`config.mk`:
```
export PLATFORM = sky130hd
export DESIGN_NAME = dsw_core
export DESIGN_NICKNAME = d
export VERILOG_FILES = /design/src/dsw_pkg.sv /design/src/dsw_core.sv
export SDC_FILE = /design/constraint.sdc
export NUM_CORES = 1
export LEC_CHECK = 0
export BUFFER_PORTS_ARGS = -buffer_cell sky130_fd_sc_hd__buf_2
export CORE_MARGIN = 3
export CORE_UTILIZATION = 65
export CTS_BUF_LIST = sky130_fd_sc_hd__clkbuf_4 sky130_fd_sc_hd__clkbuf_8 sky130_fd_sc_hd__clkbuf_16
export DETAILED_ROUTE_END_ITERATION = 16
export PLACE_DENSITY = 0.81
export SETUP_SLACK_MARGIN = 0.4
export SLEW_MARGIN = 20
export SYNTH_ARGS = -nofsm -noshare
export SYNTH_HDL_FRONTEND = slang
export SYNTH_SLANG_ARGS = --single-unit
```
`constraint.sdc`:
```
create_clock -name clk_sys_i -period 12.95 [get_ports clk_sys_i]
set_clock_uncertainty 0.2 [all_clocks]
set_input_delay 1.295 -clock clk_sys_i [delete_from_list [all_inputs] [get_ports clk_sys_i]]
set_output_delay 1.295 -clock clk_sys_i [all_outputs]
set_load 0.02 [all_outputs]
```
`src/dsw_pkg.sv`:
```
// package: constants, register offsets and carrier types for the sweep and update block
package dsw_pkg;
   // ---------------------------------------------------------------
   // widths and timing
   // ---------------------------------------------------------------
   localparam int unsigned TW_W          = 32;
   localparam int unsigned RATE_W        = 16;
   localparam int unsigned CLK_MHZ       = 100;
   localparam int unsigned SYNC_DIV      = 8;
   localparam logic [2:0]  SYNC_DIV_LAST = 3'h7;
   localparam logic [2:0]  SYNC_DIV_HALF = 3'h4;
   localparam int unsigned NUM_PROFILES  = 4;

   // ---------------------------------------------------------------
   // buffer, active-word and status register offsets (register port)
   // ---------------------------------------------------------------
   localparam logic [3:0] OFF_CTRL      = 4'h0;
   localparam logic [3:0] OFF_STEP      = 4'h1;
   localparam logic [3:0] OFF_RATE      = 4'h2;
   localparam logic [3:0] OFF_TUNE0     = 4'h4;
   localparam logic [3:0] OFF_ACTIVE_TW = 4'h8;
   localparam logic [3:0] OFF_FACC      = 4'h9;
   localparam logic [3:0] OFF_STATUS    = 4'hA;

   // ---------------------------------------------------------------
   // control_function_reg field positions and reset values
   // ---------------------------------------------------------------
   localparam int unsigned CTL_PD_LSB     = 2;
   localparam int unsigned CTL_PD_MSB     = 4;
   localparam int unsigned CTL_REFDIV_BIT = 6;
   localparam int unsigned CTL_AUTOCLR    = 8;
   localparam logic [15:0] CTL_RESET      = 16'h0018;
   localparam logic [15:0] STEP_RESET_HI  = 16'h0000;

   typedef struct packed {
      logic [3:0]  addr;
      logic [31:0] wdata;
      logic        wr;
      logic        rd;
   } dsw_bus_req_t;

   typedef struct packed {
      logic [15:0]     ctrl;
      logic [TW_W-1:0] step;
      logic [RATE_W-1:0] rate;
      logic [NUM_PROFILES-1:0][TW_W-1:0] tune;
   } dsw_regs_t;
endpackage
```
`src/dsw_core.sv`:
```
// sweep accumulator, sync divider and buffered register update for the synthesizer core
`timescale 1ns/1ps

module dsw_core (
   input  wire logic                   clk_sys_i,
   input  wire logic                   reset_n_i,
   input  wire logic                   clk_en_i,
   input  wire logic [3:0]             reg_addr_i,
   input  wire logic [31:0]            reg_wdata_i,
   input  wire logic                   reg_wr_i,
   input  wire logic                   reg_rd_i,
   output logic      [31:0]            reg_rdata_o,
   input  wire logic                   update_strobe_i,
   input  wire logic                   profile_select_0_i,
   input  wire logic                   profile_select_1_i,
   output logic                        sync_clock_out_o,
   output logic                        sys_clk_half_o,
   output logic                        full_sleep_o,
   output logic      [dsw_pkg::TW_W-1:0] phase_incr_o
);

   // ---------------------------------------------------------------
   // register port and buffer memory
   // ---------------------------------------------------------------
   dsw_pkg::dsw_bus_req_t req;
   dsw_pkg::dsw_regs_t    buf_q;
   dsw_pkg::dsw_regs_t    act_q;
   logic [dsw_pkg::TW_W-1:0]   facc_q;
   logic [dsw_pkg::RATE_W-1:0] count_q;
   logic [2:0]                 div_q;
   logic [2:0]                 pre_q;
   logic                       half_q;
   logic [1:0]                 ps_q;
   logic [31:0]                rdata_q;

   assign req = '{addr: reg_addr_i, wdata: reg_wdata_i, wr: reg_wr_i, rd: reg_rd_i};

   // tuning word slot index from an offset
   function automatic logic [1:0] tune_idx(input logic [3:0] a);
      logic [3:0] d;
      d = a - dsw_pkg::OFF_TUNE0;
      return d[1:0];
   endfunction

   function automatic logic is_tune(input logic [3:0] a);
      return (a >= dsw_pkg::OFF_TUNE0) && (a < dsw_pkg::OFF_ACTIVE_TW);
   endfunction

   // ---------------------------------------------------------------
   // clock tree: reference divider, sync divider, sleep gate
   // ---------------------------------------------------------------
   wire logic ref_div_en = act_q.ctrl[dsw_pkg::CTL_REFDIV_BIT];
   wire logic sleep      = &act_q.ctrl[dsw_pkg::CTL_PD_MSB:dsw_pkg::CTL_PD_LSB];
   // system clock tick: every reference cycle, or every other one when halved
   wire logic sys_tick   = clk_en_i && (!ref_div_en || half_q);
   wire logic core_tick  = sys_tick && !sleep;
   // update edge is the tick that lifts the sync pin (3 -> 4), so outside logic
   // clocked on the pin's rising edge and the core agree on when pins are taken
   wire logic sync_rise  = core_tick && (div_q == (dsw_pkg::SYNC_DIV_HALF - 3'h1));

   always_ff @(posedge clk_sys_i or negedge reset_n_i) begin
      if (!reset_n_i) begin
         half_q <= 1'b0;
         div_q  <= 3'h0;
      end else if (clk_en_i) begin
         half_q <= ref_div_en ? !half_q : 1'b0;
         if (core_tick) begin
            div_q <= div_q + 3'h1;
         end
      end
   end

   assign sync_clock_out_o = div_q >= dsw_pkg::SYNC_DIV_HALF;
   assign sys_clk_half_o   = ref_div_en;
   assign full_sleep_o     = sleep;

   // ---------------------------------------------------------------
   // update request: strobe or profile change, taken at sync edge
   // ---------------------------------------------------------------
   // pins are sampled only at sync edges, so a change means a level differing from the last sample
   wire logic [1:0] ps_now    = {profile_select_1_i, profile_select_0_i};
   wire logic       ps_change = ps_now != ps_q;
   wire logic       do_update = sync_rise && (update_strobe_i || ps_change);

   always_ff @(posedge clk_sys_i or negedge reset_n_i) begin
      if (!reset_n_i) begin
         ps_q <= 2'h0;
      end else if (sync_rise) begin
         ps_q <= ps_now;
      end
   end

   // ---------------------------------------------------------------
   // buffer writes: host sees the buffer, core sees only act_q
   // ---------------------------------------------------------------
   always_ff @(posedge clk_sys_i or negedge reset_n_i) begin
      if (!reset_n_i) begin
         buf_q <= '{ctrl: dsw_pkg::CTL_RESET, default: '0};
      end else if (clk_en_i && req.wr) begin
         if (req.addr == dsw_pkg::OFF_CTRL) begin
            buf_q.ctrl <= req.wdata[15:0];
         end else if (req.addr == dsw_pkg::OFF_STEP) begin
            buf_q.step <= req.wdata;
         end else if (req.addr == dsw_pkg::OFF_RATE) begin
            buf_q.rate <= req.wdata[dsw_pkg::RATE_W-1:0];
         end else if (is_tune(req.addr)) begin
            buf_q.tune[tune_idx(req.addr)] <= req.wdata;
         end
      end
   end

   // whole buffer copied in one cycle, not only touched fields
   always_ff @(posedge clk_sys_i or negedge reset_n_i) begin
      if (!reset_n_i) begin
         act_q <= '{ctrl: dsw_pkg::CTL_RESET, default: '0};
      end else if (do_update) begin
         act_q <= buf_q;
      end
   end

   // ---------------------------------------------------------------
   // sweep engine, advanced at sync rate (system clock / 8)
   // ---------------------------------------------------------------
   wire logic autoclr   = act_q.ctrl[dsw_pkg::CTL_AUTOCLR];
   wire logic rate_zero = act_q.rate == '0;
   wire logic expire    = sync_rise && !rate_zero && (count_q <= 16'h0001);
   // step weighs two tuning lsbs, so it enters shifted left by one
   wire logic [dsw_pkg::TW_W-1:0] step_w = {act_q.step[dsw_pkg::TW_W-2:0], 1'b0};

   always_ff @(posedge clk_sys_i or negedge reset_n_i) begin
      if (!reset_n_i) begin
         count_q <= '0;
         facc_q  <= '0;
      end else if (autoclr && clk_en_i) begin
         facc_q  <= '0;
         count_q <= act_q.rate;
      end else if (expire) begin
         count_q <= act_q.rate;
         facc_q  <= facc_q + step_w;
      end else if (sync_rise && !rate_zero) begin
         count_q <= count_q - 16'h0001;
      end
      // rate zero: neither sweep branch fires, accumulator holds unless autoclear is set
   end

   // start word stays in act_q untouched; only facc_q moves
   wire logic [dsw_pkg::TW_W-1:0] start_tw = act_q.tune[ps_q];
   assign phase_incr_o = start_tw + facc_q;

   // ---------------------------------------------------------------
   // readback, one cycle after the read strobe
   // ---------------------------------------------------------------
   logic [31:0] rd_mux;
   always_comb begin
      if (req.addr == dsw_pkg::OFF_CTRL) begin
         rd_mux = {16'h0000, buf_q.ctrl};
      end else if (req.addr == dsw_pkg::OFF_STEP) begin
         rd_mux = buf_q.step;
      end else if (req.addr == dsw_pkg::OFF_RATE) begin
         rd_mux = {16'h0000, buf_q.rate};
      end else if (is_tune(req.addr)) begin
         rd_mux = buf_q.tune[tune_idx(req.addr)];
      end else if (req.addr == dsw_pkg::OFF_ACTIVE_TW) begin
         rd_mux = phase_incr_o;
      end else if (req.addr == dsw_pkg::OFF_FACC) begin
         rd_mux = facc_q;
      end else if (req.addr == dsw_pkg::OFF_STATUS) begin
         rd_mux = {28'h0000000, ps_q, ref_div_en, sleep};
      end else begin
         rd_mux = 32'h00000000;
      end
   end

   always_ff @(posedge clk_sys_i or negedge reset_n_i) begin
      if (!reset_n_i) begin
         rdata_q <= '0;
      end else if (clk_en_i) begin
         rdata_q <= req.rd ? rd_mux : 32'h00000000;
      end
   end
   assign reg_rdata_o = rdata_q;

   // ---------------------------------------------------------------
   // checks
   // ---------------------------------------------------------------
   property p_update_copies;
      @(posedge clk_sys_i) disable iff (!reset_n_i)
      do_update |=> (act_q == $past(buf_q));
   endproperty
   a_update_copies: assert property (p_update_copies) else $error("update did not copy buffer");

   property p_no_update_off_sync;
      @(posedge clk_sys_i) disable iff (!reset_n_i)
      !sync_rise |=> $stable(act_q);
   endproperty
   a_no_update_off_sync: assert property (p_no_update_off_sync) else $error("register changed off sync");

   property p_profile_change;
      @(posedge clk_sys_i) disable iff (!reset_n_i)
      (sync_rise && ps_now != ps_q) |-> do_update;
   endproperty
   a_profile_change: assert property (p_profile_change) else $error("profile change missed");

   property p_step_add;
      @(posedge clk_sys_i) disable iff (!reset_n_i)
      (expire && !autoclr) |=> facc_q == $past(facc_q) + $past(step_w);
   endproperty
   a_step_add: assert property (p_step_add) else $error("step not added");

   property p_rate_zero_hold;
      @(posedge clk_sys_i) disable iff (!reset_n_i)
      (rate_zero && !autoclr) |=> $stable(facc_q);
   endproperty
   a_rate_zero_hold: assert property (p_rate_zero_hold) else $error("accumulator moved at rate zero");

   property p_autoclr;
      @(posedge clk_sys_i) disable iff (!reset_n_i)
      (autoclr && clk_en_i) |=> facc_q == '0;
   endproperty
   a_autoclr: assert property (p_autoclr) else $error("autoclear failed");

   property p_reload;
      @(posedge clk_sys_i) disable iff (!reset_n_i)
      (expire && !autoclr) |=> count_q == $past(act_q.rate);
   endproperty
   a_reload: assert property (p_reload) else $error("countdown not reloaded");

   property p_sync_period;
      @(posedge clk_sys_i) disable iff (!reset_n_i)
      (sync_rise && !ref_div_en) ##1 (clk_en_i && !sleep && !ref_div_en)[*8]
         |-> sync_rise;
   endproperty
   a_sync_period: assert property (p_sync_period) else $error("sync period not eight");

   property p_incr;
      @(posedge clk_sys_i) disable iff (!reset_n_i)
      phase_incr_o == act_q.tune[ps_q] + facc_q;
   endproperty
   a_incr: assert property (p_incr) else $error("phase increment wrong");

   // update must land on the rising edge of the sync pin
   property p_sync_edge;
      @(posedge clk_sys_i) disable iff (!reset_n_i)
      sync_rise |=> (sync_clock_out_o && !$past(sync_clock_out_o));
   endproperty
   a_sync_edge: assert property (p_sync_edge) else $error("update not on sync rising edge");

   // countdown steps down by one per sync tick until it expires
   property p_count_down;
      @(posedge clk_sys_i) disable iff (!reset_n_i)
      (sync_rise && !rate_zero && !autoclr && count_q > 16'h0001) |=> count_q == $past(count_q) - 16'h0001;
   endproperty
   a_count_down: assert property (p_count_down) else $error("countdown did not decrement");

   // between sync ticks the accumulator may only move by autoclear
   property p_step_on_sync_only;
      @(posedge clk_sys_i) disable iff (!reset_n_i)
      (!sync_rise && !autoclr) |=> $stable(facc_q);
   endproperty
   a_step_on_sync_only: assert property (p_step_on_sync_only) else $error("accumulator moved off sync");

   // step weight: accumulator moves by the step word with one zero below it
   property p_step_weight;
      @(posedge clk_sys_i) disable iff (!reset_n_i)
      (expire && !autoclr) |=> (facc_q - $past(facc_q)) == {$past(act_q.step[dsw_pkg::TW_W-2:0]), 1'b0};
   endproperty
   a_step_weight: assert property (p_step_weight) else $error("step weight wrong");

   // countdown parks with the accumulator while the rate word is zero
   property p_count_hold_zero;
      @(posedge clk_sys_i) disable iff (!reset_n_i)
      (rate_zero && !autoclr) |=> $stable(count_q);
   endproperty
   a_count_hold_zero: assert property (p_count_hold_zero) else $error("countdown moved at rate zero");

   // start words only change through an update, never by sweeping
   property p_start_kept;
      @(posedge clk_sys_i) disable iff (!reset_n_i)
      !do_update |=> $stable(act_q.tune);
   endproperty
   a_start_kept: assert property (p_start_kept) else $error("start word changed without update");

   // autoclear drops the output back onto the stored start word
   property p_autoclr_start;
      @(posedge clk_sys_i) disable iff (!reset_n_i)
      (autoclr && clk_en_i && !do_update) |=> phase_incr_o == $past(start_tw);
   endproperty
   a_autoclr_start: assert property (p_autoclr_start) else $error("autoclear left output off start");

   // no ticks reach the sync divider while asleep
   property p_sleep_freeze;
      @(posedge clk_sys_i) disable iff (!reset_n_i)
      sleep |=> $stable(div_q);
   endproperty
   a_sleep_freeze: assert property (p_sleep_freeze) else $error("divider ran in sleep");

   // halved system clock: the divider never moves on two cycles running
   property p_half_rate;
      @(posedge clk_sys_i) disable iff (!reset_n_i)
      (ref_div_en && clk_en_i && !sleep && $changed(div_q)) |=> $stable(div_q);
   endproperty
   a_half_rate: assert property (p_half_rate) else $error("divider ticked twice when halved");

   // profile pins are latched on every sync tick
   property p_profile_pick;
      @(posedge clk_sys_i) disable iff (!reset_n_i)
      sync_rise |=> ps_q == $past(ps_now);
   endproperty
   a_profile_pick: assert property (p_profile_pick) else $error("profile pins not latched");

   // host writes stay in the buffer until an update
   property p_buffer_only;
      @(posedge clk_sys_i) disable iff (!reset_n_i)
      (clk_en_i && reg_wr_i && !do_update) |=> $stable(act_q);
   endproperty
   a_buffer_only: assert property (p_buffer_only) else $error("write reached active registers");

   // readback of the step register shows the buffer copy
   property p_rd_buffer;
      @(posedge clk_sys_i) disable iff (!reset_n_i)
      (clk_en_i && reg_rd_i && reg_addr_i == dsw_pkg::OFF_STEP) |=> reg_rdata_o == $past(buf_q.step);
   endproperty
   a_rd_buffer: assert property (p_rd_buffer) else $error("step readback not from buffer");

   c_update:  cover property (@(posedge clk_sys_i) disable iff (!reset_n_i) do_update && update_strobe_i);
   c_profile: cover property (@(posedge clk_sys_i) disable iff (!reset_n_i) do_update && ps_change);
   c_expire:  cover property (@(posedge clk_sys_i) disable iff (!reset_n_i) expire);
   c_sleep:   cover property (@(posedge clk_sys_i) disable iff (!reset_n_i) sleep);
   c_half:    cover property (@(posedge clk_sys_i) disable iff (!reset_n_i) sync_rise && ref_div_en);
endmodule

```
==> results of run 1 <==
[worst max-delay path by stage]
stage,cells after the start,to
after global routing,13,phase_incr_o[29]
after detailed placement,7,act_q[90]$_DFFE_PN0P_
after CTS,13,phase_incr_o[29]
final,13,phase_incr_o[29]
after floorplan,13,phase_incr_o[29]
after global placement,7,act_q[56]$_DFFE_PN0P_
[worst max-delay path: stages, from the launching register on]
cell and delay, ns:
dfrtp_2 0.36, buf_4 0.64, mux4_2 0.60, ha_1 0.39
nand2_1 0.08, o21ai_1 0.26, a21oi_2 0.14, o31ai_1 0.49
a221o_1 0.32, a31oi_4 0.14, nor4_1 0.39, nor2_1 0.13
xnor2_1 0.14, buf_2 0.18
[area by class of cell]
type                       count  area (um^2)  area share (%)
timing repair buffer         139          815            3.15
sequential                   457        11400            44.3
tap                          455          569            2.20
antenna                        2         5.00          0.0194
clock inverter                16          206           0.799
multi-input combinational   1309        11300            43.6
clock buffer                  70         1440            5.58
inverter                      25         93.8           0.363
[logic make-up (layout without fill, tap and decap cells)]
kind of cell,after synthesis,in the layout,synth area share [%]
buffers and inverters,131,250,2.20
other,1,3,0.0162
AO/OA/AOI/OAI,390,390,10.8
XOR/XNOR,54,54,2.04
flip-flops,457,457,49.5
AND/OR/NAND/NOR,353,353,7.07
adder cells (fa/ha/maj),67,67,3.69
multiplexers,444,444,24.7
[synthesized netlist by cell type (8+ instances only)]
master,instances
nor3_1,28
nor2_1,77
a31oi_1,19
xor2_1,18
inv_1,25
a221oi_1,12
a22oi_1,23
o2bb2ai_1,13
dfrtp_1,453
a21o_1,29
mux2_2,376
o21ai_0,72
nor2b_1,19
o21bai_1,10
ha_1,65
nand3_1,32
and3_1,12
nand4_1,14
buf_2,14
buf_1,13
nor4_1,8
clkbuf_1,79
o21a_1,15
mux4_2,64
nand2_1,133
a211oi_1,17
a21oi_1,121
xnor2_1,36
[power by group through the flow]
stage	clock network [mW]	logic [mW]	registers [mW]
6_report	1.43	1.84	2.15
5_1_grt	1.50	1.96	2.20
4_1_cts	1.44	1.81	2.15
3_5_place_dp	0	1.80	2.16
3_3_place_gp	0	1.74	2.13
2_1_floorplan	0	1.32	2.05
[flip-flops by register name, summed over array words and instances, names as in the netlist]
register and count:
buf_q 192, act_q 179, reg_rdata_o 32, facc_q 31, count_q 16, div_q 3, ps_q 2, half_q 1
sys_clk_half_o 1
[cell usage in the layout, fill, tap and decap left out, types with 5 or more instances in the layout]
master and instances:
or3_1 5, a21o_1 29, a211oi_1 17, clkbuf_4 10
nand3_1 32, a222oi_1 6, o21bai_1 10, nor2b_1 18
a21oi_1 121, nor3_1 26, and3_1 11, mux4_2 64
clkbuf_16 48, o21a_1 15, inv_1 25, o22ai_1 7
o21ai_0 72, o2bb2ai_1 13, buf_2 109, a22oi_1 23
clkinv_2 6, ha_1 65, nor2_1 70, a21boi_0 5
nor4_1 7, xor2_1 18, nand4_1 14, a221oi_1 12
buf_4 26, and2_1 5, xnor2_1 36, clkbuf_8 12
nand2b_1 7, a31oi_1 19, dfrtp_1 451, nand2_1 132
o21ai_1 6, mux2_2 376
[per-layer routing]
metal,GRT usage [%],up-vias
li1,-,7234
met1,49.7,8663
met2,52.8,819
met3,6.83,150
met4,13.8,0
met5,0,-
[through the flow]
| stage | setup WS, ns | hold slack, ns |
|---|---|---|
| 5_1_grt | 6.32 | 0.303 |
| 3_5_place_dp | 7.21 | 0.275 |
| 6_report | 6.59 | 0.290 |
| 4_1_cts | 6.66 | 0.289 |
| 2_1_floorplan | 7.60 | 0.243 |
| 3_3_place_gp | 7.36 | 0.257 |
==> impl_results.md, run 1 <==
- Outcome: finished clean
- Cell count after placement: ~2400
- Latest clock arrival within the worst-skew pair: roughly 0.59 ns
- Reg2reg path depth: 12
- # resized after CTS: 0
- Critical Path AT: between 4 and 5 ns
- Final nets: about 2100
- Floorplan core area: 34800 um^2
- Leak Pwr: 12.0 nW
- Cts bufs inserted: 47
- Hold Vio Cnt, Final: 0
- Overflow after GRT: 0
- Met2 routed WL: 30.2 mm
- Worst Setup SP: ps_q[0]$_DFFE_PN0P_
- Worst Hold Path Cells: 2
- Maximum clock frequency: 157 MHz
- Internal Pwr Total: roughly 3.5 mW
- Comb pwr share: 33.9%
- Sw frac: 34.8%
- First-pass GRT wire length: ~100 mm
- Final Max Slew Viols: 0
- Pwr dens: 210 nW/um^2
- WL met1: 27.3 mm
- Fraction of layout cells with a size suffix above 1: 34.3%
- Cell Rows: 68
- Final Cell Area: 25800 um^2
- WL final: 65.6 mm
- Mean Syn Cell Area: 12.2 um^2
- Reg2reg end: reg_rdata_o[27]$_DFFE_PN0P_
- Post-route clock period utilization: about half
- Max Cap Viol: 0
- Synth warn: 0
- RR Startpoint: ps_q[0]$_DFFE_PN0P_
- Hold Crit Endpoint: half_q$_DFFE_PN0P_
- Clock sinks: 457
- Largest net degree at the start of global routing: 166
- Placer congestion estimate: 0.957
- DRC violations left: 0
- Layout area overhead: 11.6%
- GR Util All Layers: 34.6%
- Min Tclk post-route: 6.36 ns
- Antenna violations before repair: 0
- CTS H-Tree Depth: 2
- Core Util, Final: 74.2%
- Met3 routed WL: 5.72 mm
- Peak VDD IR: between 0.15 and 0.2 mV
- P_sw: 1.88 mW
- Clock Path Buffers: 3
- Clk network pwr share: 26.4%
- First-pass iteration count of the detailed router: 6
- Power, Total: between 5 and 6 mW
- Post-DP HPWL: between 40 and 50 mm
- Mapped Nets: 2008
- DR vias: 16866
- Min-delay src: half_q$_DFFE_PN0P_
- Seq/Total Area, Yosys: 49.5%
- Avg WL per Cell: 26.5 um
- Area contributors post-synth: dfrtp_1, mux2_2, mux4_2
- Largest area contributor in the netlist: dfrtp_1
- Fillers: about 2300
- Post-synth top area share: 49.0%
- Critical Path Start Type: flip-flop
- HP Class: flip-flop to flip-flop
- Non-Filler Instances: between 2000 and 2500
- Flop pwr share: 39.7%
- Die Wd: a little under 200 um
- I/O Buffers: 110
- Setup TNS: 0 ns
- Setup bufs post-CTS: 0
- Post-synth EDFFs: 0
- Post-CTS Hold Buffers: 0
- Crit. End Element: primary output
- ANT nets after route: 0
- Worst slew pin tran: 1.07 ns
- Syn Inst Count: 1897
- Setup Viol. Count Final: 0
- Number of global-route vias before repair: 17357
- CP Class: flip-flop to primary output
- CTS tree: done
- Synthesized flop and latch total: about 460
- Vias/cell: 6.82
- Die area: 37900 um^2
- Unrepaired setup endpoints after global routing: false
- Ys flop type: dfrtp_1
- Reg2reg setup slack: 8.27 ns
- Root buffer cell: clkbuf_16
- Clock Pin Slew Worst Setup and Hold Paths: roughly 0.06 ns
- Starting Density: 66.5%
- Ys async rst share: 100%
- Top Metal Used: met4
- Die Y: 195 um
- I/O pin cnt: 111
- Critical Path RT: 11.45 ns
- Slew margin rel.: 28.6%
- Initial detailed-routing violation count: 1628
- Mapped Area: 23100 um^2
- Count of different cell masters after synthesis: 64
- Worst-path fanout max: 34
- Placed cell area: 24100 um^2
Power figures use the tool's default switching activity.
==> run 2, diff against run 1 <==
CORE_UTILIZATION = 56   (was 65)
PLACE_DENSITY = 0.74   (was 0.81)
clock period = 5.15 ns   (was 12.95 ns; I/O delays follow)
==> impl_results.md, run 2 (synthesized netlist as in run 1, its figures left out) <==
- Outcome: finished clean
- Grt peak-use layer: met2
- Setup TNS: 0 ns
- I/O pin cnt: 111
- Placer congestion estimate: approximately 0.9
- Fillers: 2938
- Register Area: 11400 um^2
- HP Class: input port to flip-flop
- Setup Viol. Count Final: 0
- Clock Path Buffers: 3
- Post-DP HPWL: 44.3 mm
- WL final: 65.7 mm
- Leak Pwr: 12.2 nW
- Sw frac: 34.5%
- Vias/cell: 6.50
- Worst-path fanout max: 10
- Critical Path AT: between 3 and 4 ns
- Post-route clock period utilization: 91.1%
- CP Class: flip-flop to primary output
- First-pass iteration count of the detailed router: 6
- Min Tclk post-route: 4.69 ns
- Largest net degree at the start of global routing: 179
- Number of global-route vias before repair: 16889
- Critical Path RT: between 4 and 5 ns
- Unrepaired setup endpoints after global routing: true
- Die area: 43800 um^2
- Met2 Resource Use GR: 45.2%
- Cell Rows: 73
- Clock Pin Slew Worst Setup and Hold Paths: 0.06 ns
- Overflow after GRT: 0
- DR vias: between 15000 and 20000
- Peak VDD IR: 0.366 mV
- First-pass GRT wire length: 101 mm
- Antenna violations before repair: 0
- DP Worst Slack: roughly 0.45 ns
- Clk network pwr share: 25.7%
- Most frequent cells in the layout: dfrtp_1, mux2_2, nand2_1, a21oi_1, buf_2
- Die Y: roughly 210 um
- Internal Pwr Total: 9.10 mW
- Die Wd: 209 um
- Layout area overhead: 14.5%
- Slew margin rel.: between 20% and 30%
- Area of the multi-input gates: around 12000 um^2
- Latest clock arrival within the worst-skew pair: 0.60 ns
- Starting Density: 57.4%
- DRC violations left: 0
- Worst slew pin tran: 1.07 ns
- Met1 track demand over resource: roughly 44%
- Maximum clock frequency: 213 MHz
- Most common cell after layout, fill and taps aside: dfrtp_1
- Top reg by flops: buf_q
- M3 GR Usage: 5.07%
- Max Cap Viol: 0
- Max reg flops: 192
- GR Util All Layers: 29.9%
- Fraction of layout cells with a size suffix above 1: between 30% and 40%
- ANT cells: 0
- P_sw: 4.80 mW
- Cts bufs inserted: 49
- CTS tree: done
- CTS H-Tree Depth: 2
- Hold Vio Cnt, Final: 0
- Flop pwr share: 39.0%
- I/O Buffers: 110
- Floorplan core area: 40300 um^2
- Clock sinks: between 400 and 500
- Initial detailed-routing violation count: about 1700
- Comb pwr share: 35.3%
- Root buffer cell: clkbuf_16
- Crit. End Element: primary output
- Critical Path Start Type: flip-flop
- Avg WL per Cell: around 26 um
- Pwr dens: 525 nW/um^2
- Final Max Slew Viols: 0
- Final worst slack: approximately 0.46 ns
- ANT nets after route: 0
- Final nets: 2123
[run 2: power groups by stage]
stage               combinational, mW  clock [mW]  sequential (mW)
detailed placement               4.47           0             5.49
global route                     5.23        3.75             5.55
global placement                 4.34           0             5.44
CTS                              4.65        3.61             5.42
finish                           4.90        3.57             5.42
floorplan                        3.31           0             5.16
[run 2: worst paths after layout]
path / start / to / slack (ns) / cells past startpoint
min in group asynchronous: reset_n_i / act_q[133]$_DFFE_PN0P_ / 0.17 / 2
worst min register to register: reg_rdata_o[27]$_DFFE_PN0P_ / reg_rdata_o[27]$_DFFE_PN0P_ / 0.29 / 1
worst max-delay path: ps_q[0]$_DFFE_PN0P_ / phase_incr_o[30] / 0.46 / 12
worst max register to register: ps_q[0]$_DFFE_PN0P_ / reg_rdata_o[19]$_DFFE_PN0P_ / 1.35 / 15
worst min-delay path: reg_wdata_i[21] / buf_q[85]$_DFFE_PN0P_ / 0.03 / 2
max in group asynchronous: reset_n_i / act_q[52]$_DFFE_PN0P_ / 3.33 / 3
[run 2: area by class of cell]
| cell class | count | share of cell area [%] |
|---|---|---|
| multi-input combinational | 1309 | 43.5 |
| sequential | 457 | 43.2 |
| clock buffer | 69 | 5.59 |
| timing repair buffer | 170 | 4.32 |
| tap | 525 | 2.48 |
| clock inverter | 18 | 0.586 |
| inverter | 25 | 0.354 |
[run 2: critical path: stages, from the launching register on]
cell	delay [ns]
dfrtp_4	0.49
buf_12	0.18
mux4_2	0.54
ha_1	0.41
a21oi_1	0.20
nor2b_1	0.09
o21a_1	0.17
nor2_1	0.18
o31ai_1	0.14
a22o_4	0.26
a311o_1	0.34
xor2_1	0.21
buf_4	0.17
[run 2: what timing repair did]
| item | CTS | global route |
|---|---|---|
| hold buffers | 6 | 0 |
| gates cloned | 0 | 0 |
| endpoints found under the setup margin | 18 | 13 |
| pin swaps | 7 | 8 |
| hold endpoints to repair | 62 | 0 |
| gates resized for setup | 36 | 31 |
| buffers inserted | 11 | 9 |
[run 2: per-stage QoR]
| stage | std cells | util [%] | instance area (um^2) | hold WS [ns] | total power [mW] |
|---|---|---|---|---|---|
| CTS | 2564 | 65.1 | 26200 | 0.00268 | 13.7 |
| floorplan | 1897 | - | 23100 | 0.0194 | 8.47 |
| finish | 2573 | 65.8 | 26500 | 0.0305 | 13.9 |
| detailed placement | 2460 | 60.3 | 24300 | 0.180 | 9.96 |
| global placement | 2460 | 60.3 | 24300 | 0.182 | 9.78 |
| global route | 2573 | 65.8 | 26500 | 0.0316 | 14.5 |
[run 2: metal layers]
| metal | share of wire, % | routed length, um |
|---|---|---|
| met1 | 44 | 28600 |
| met2 | 46 | 30000 |
| met3 | 7.4 | 4850 |
| met4 | 3.5 | 2320 |
| met5 | 0 | 0 |
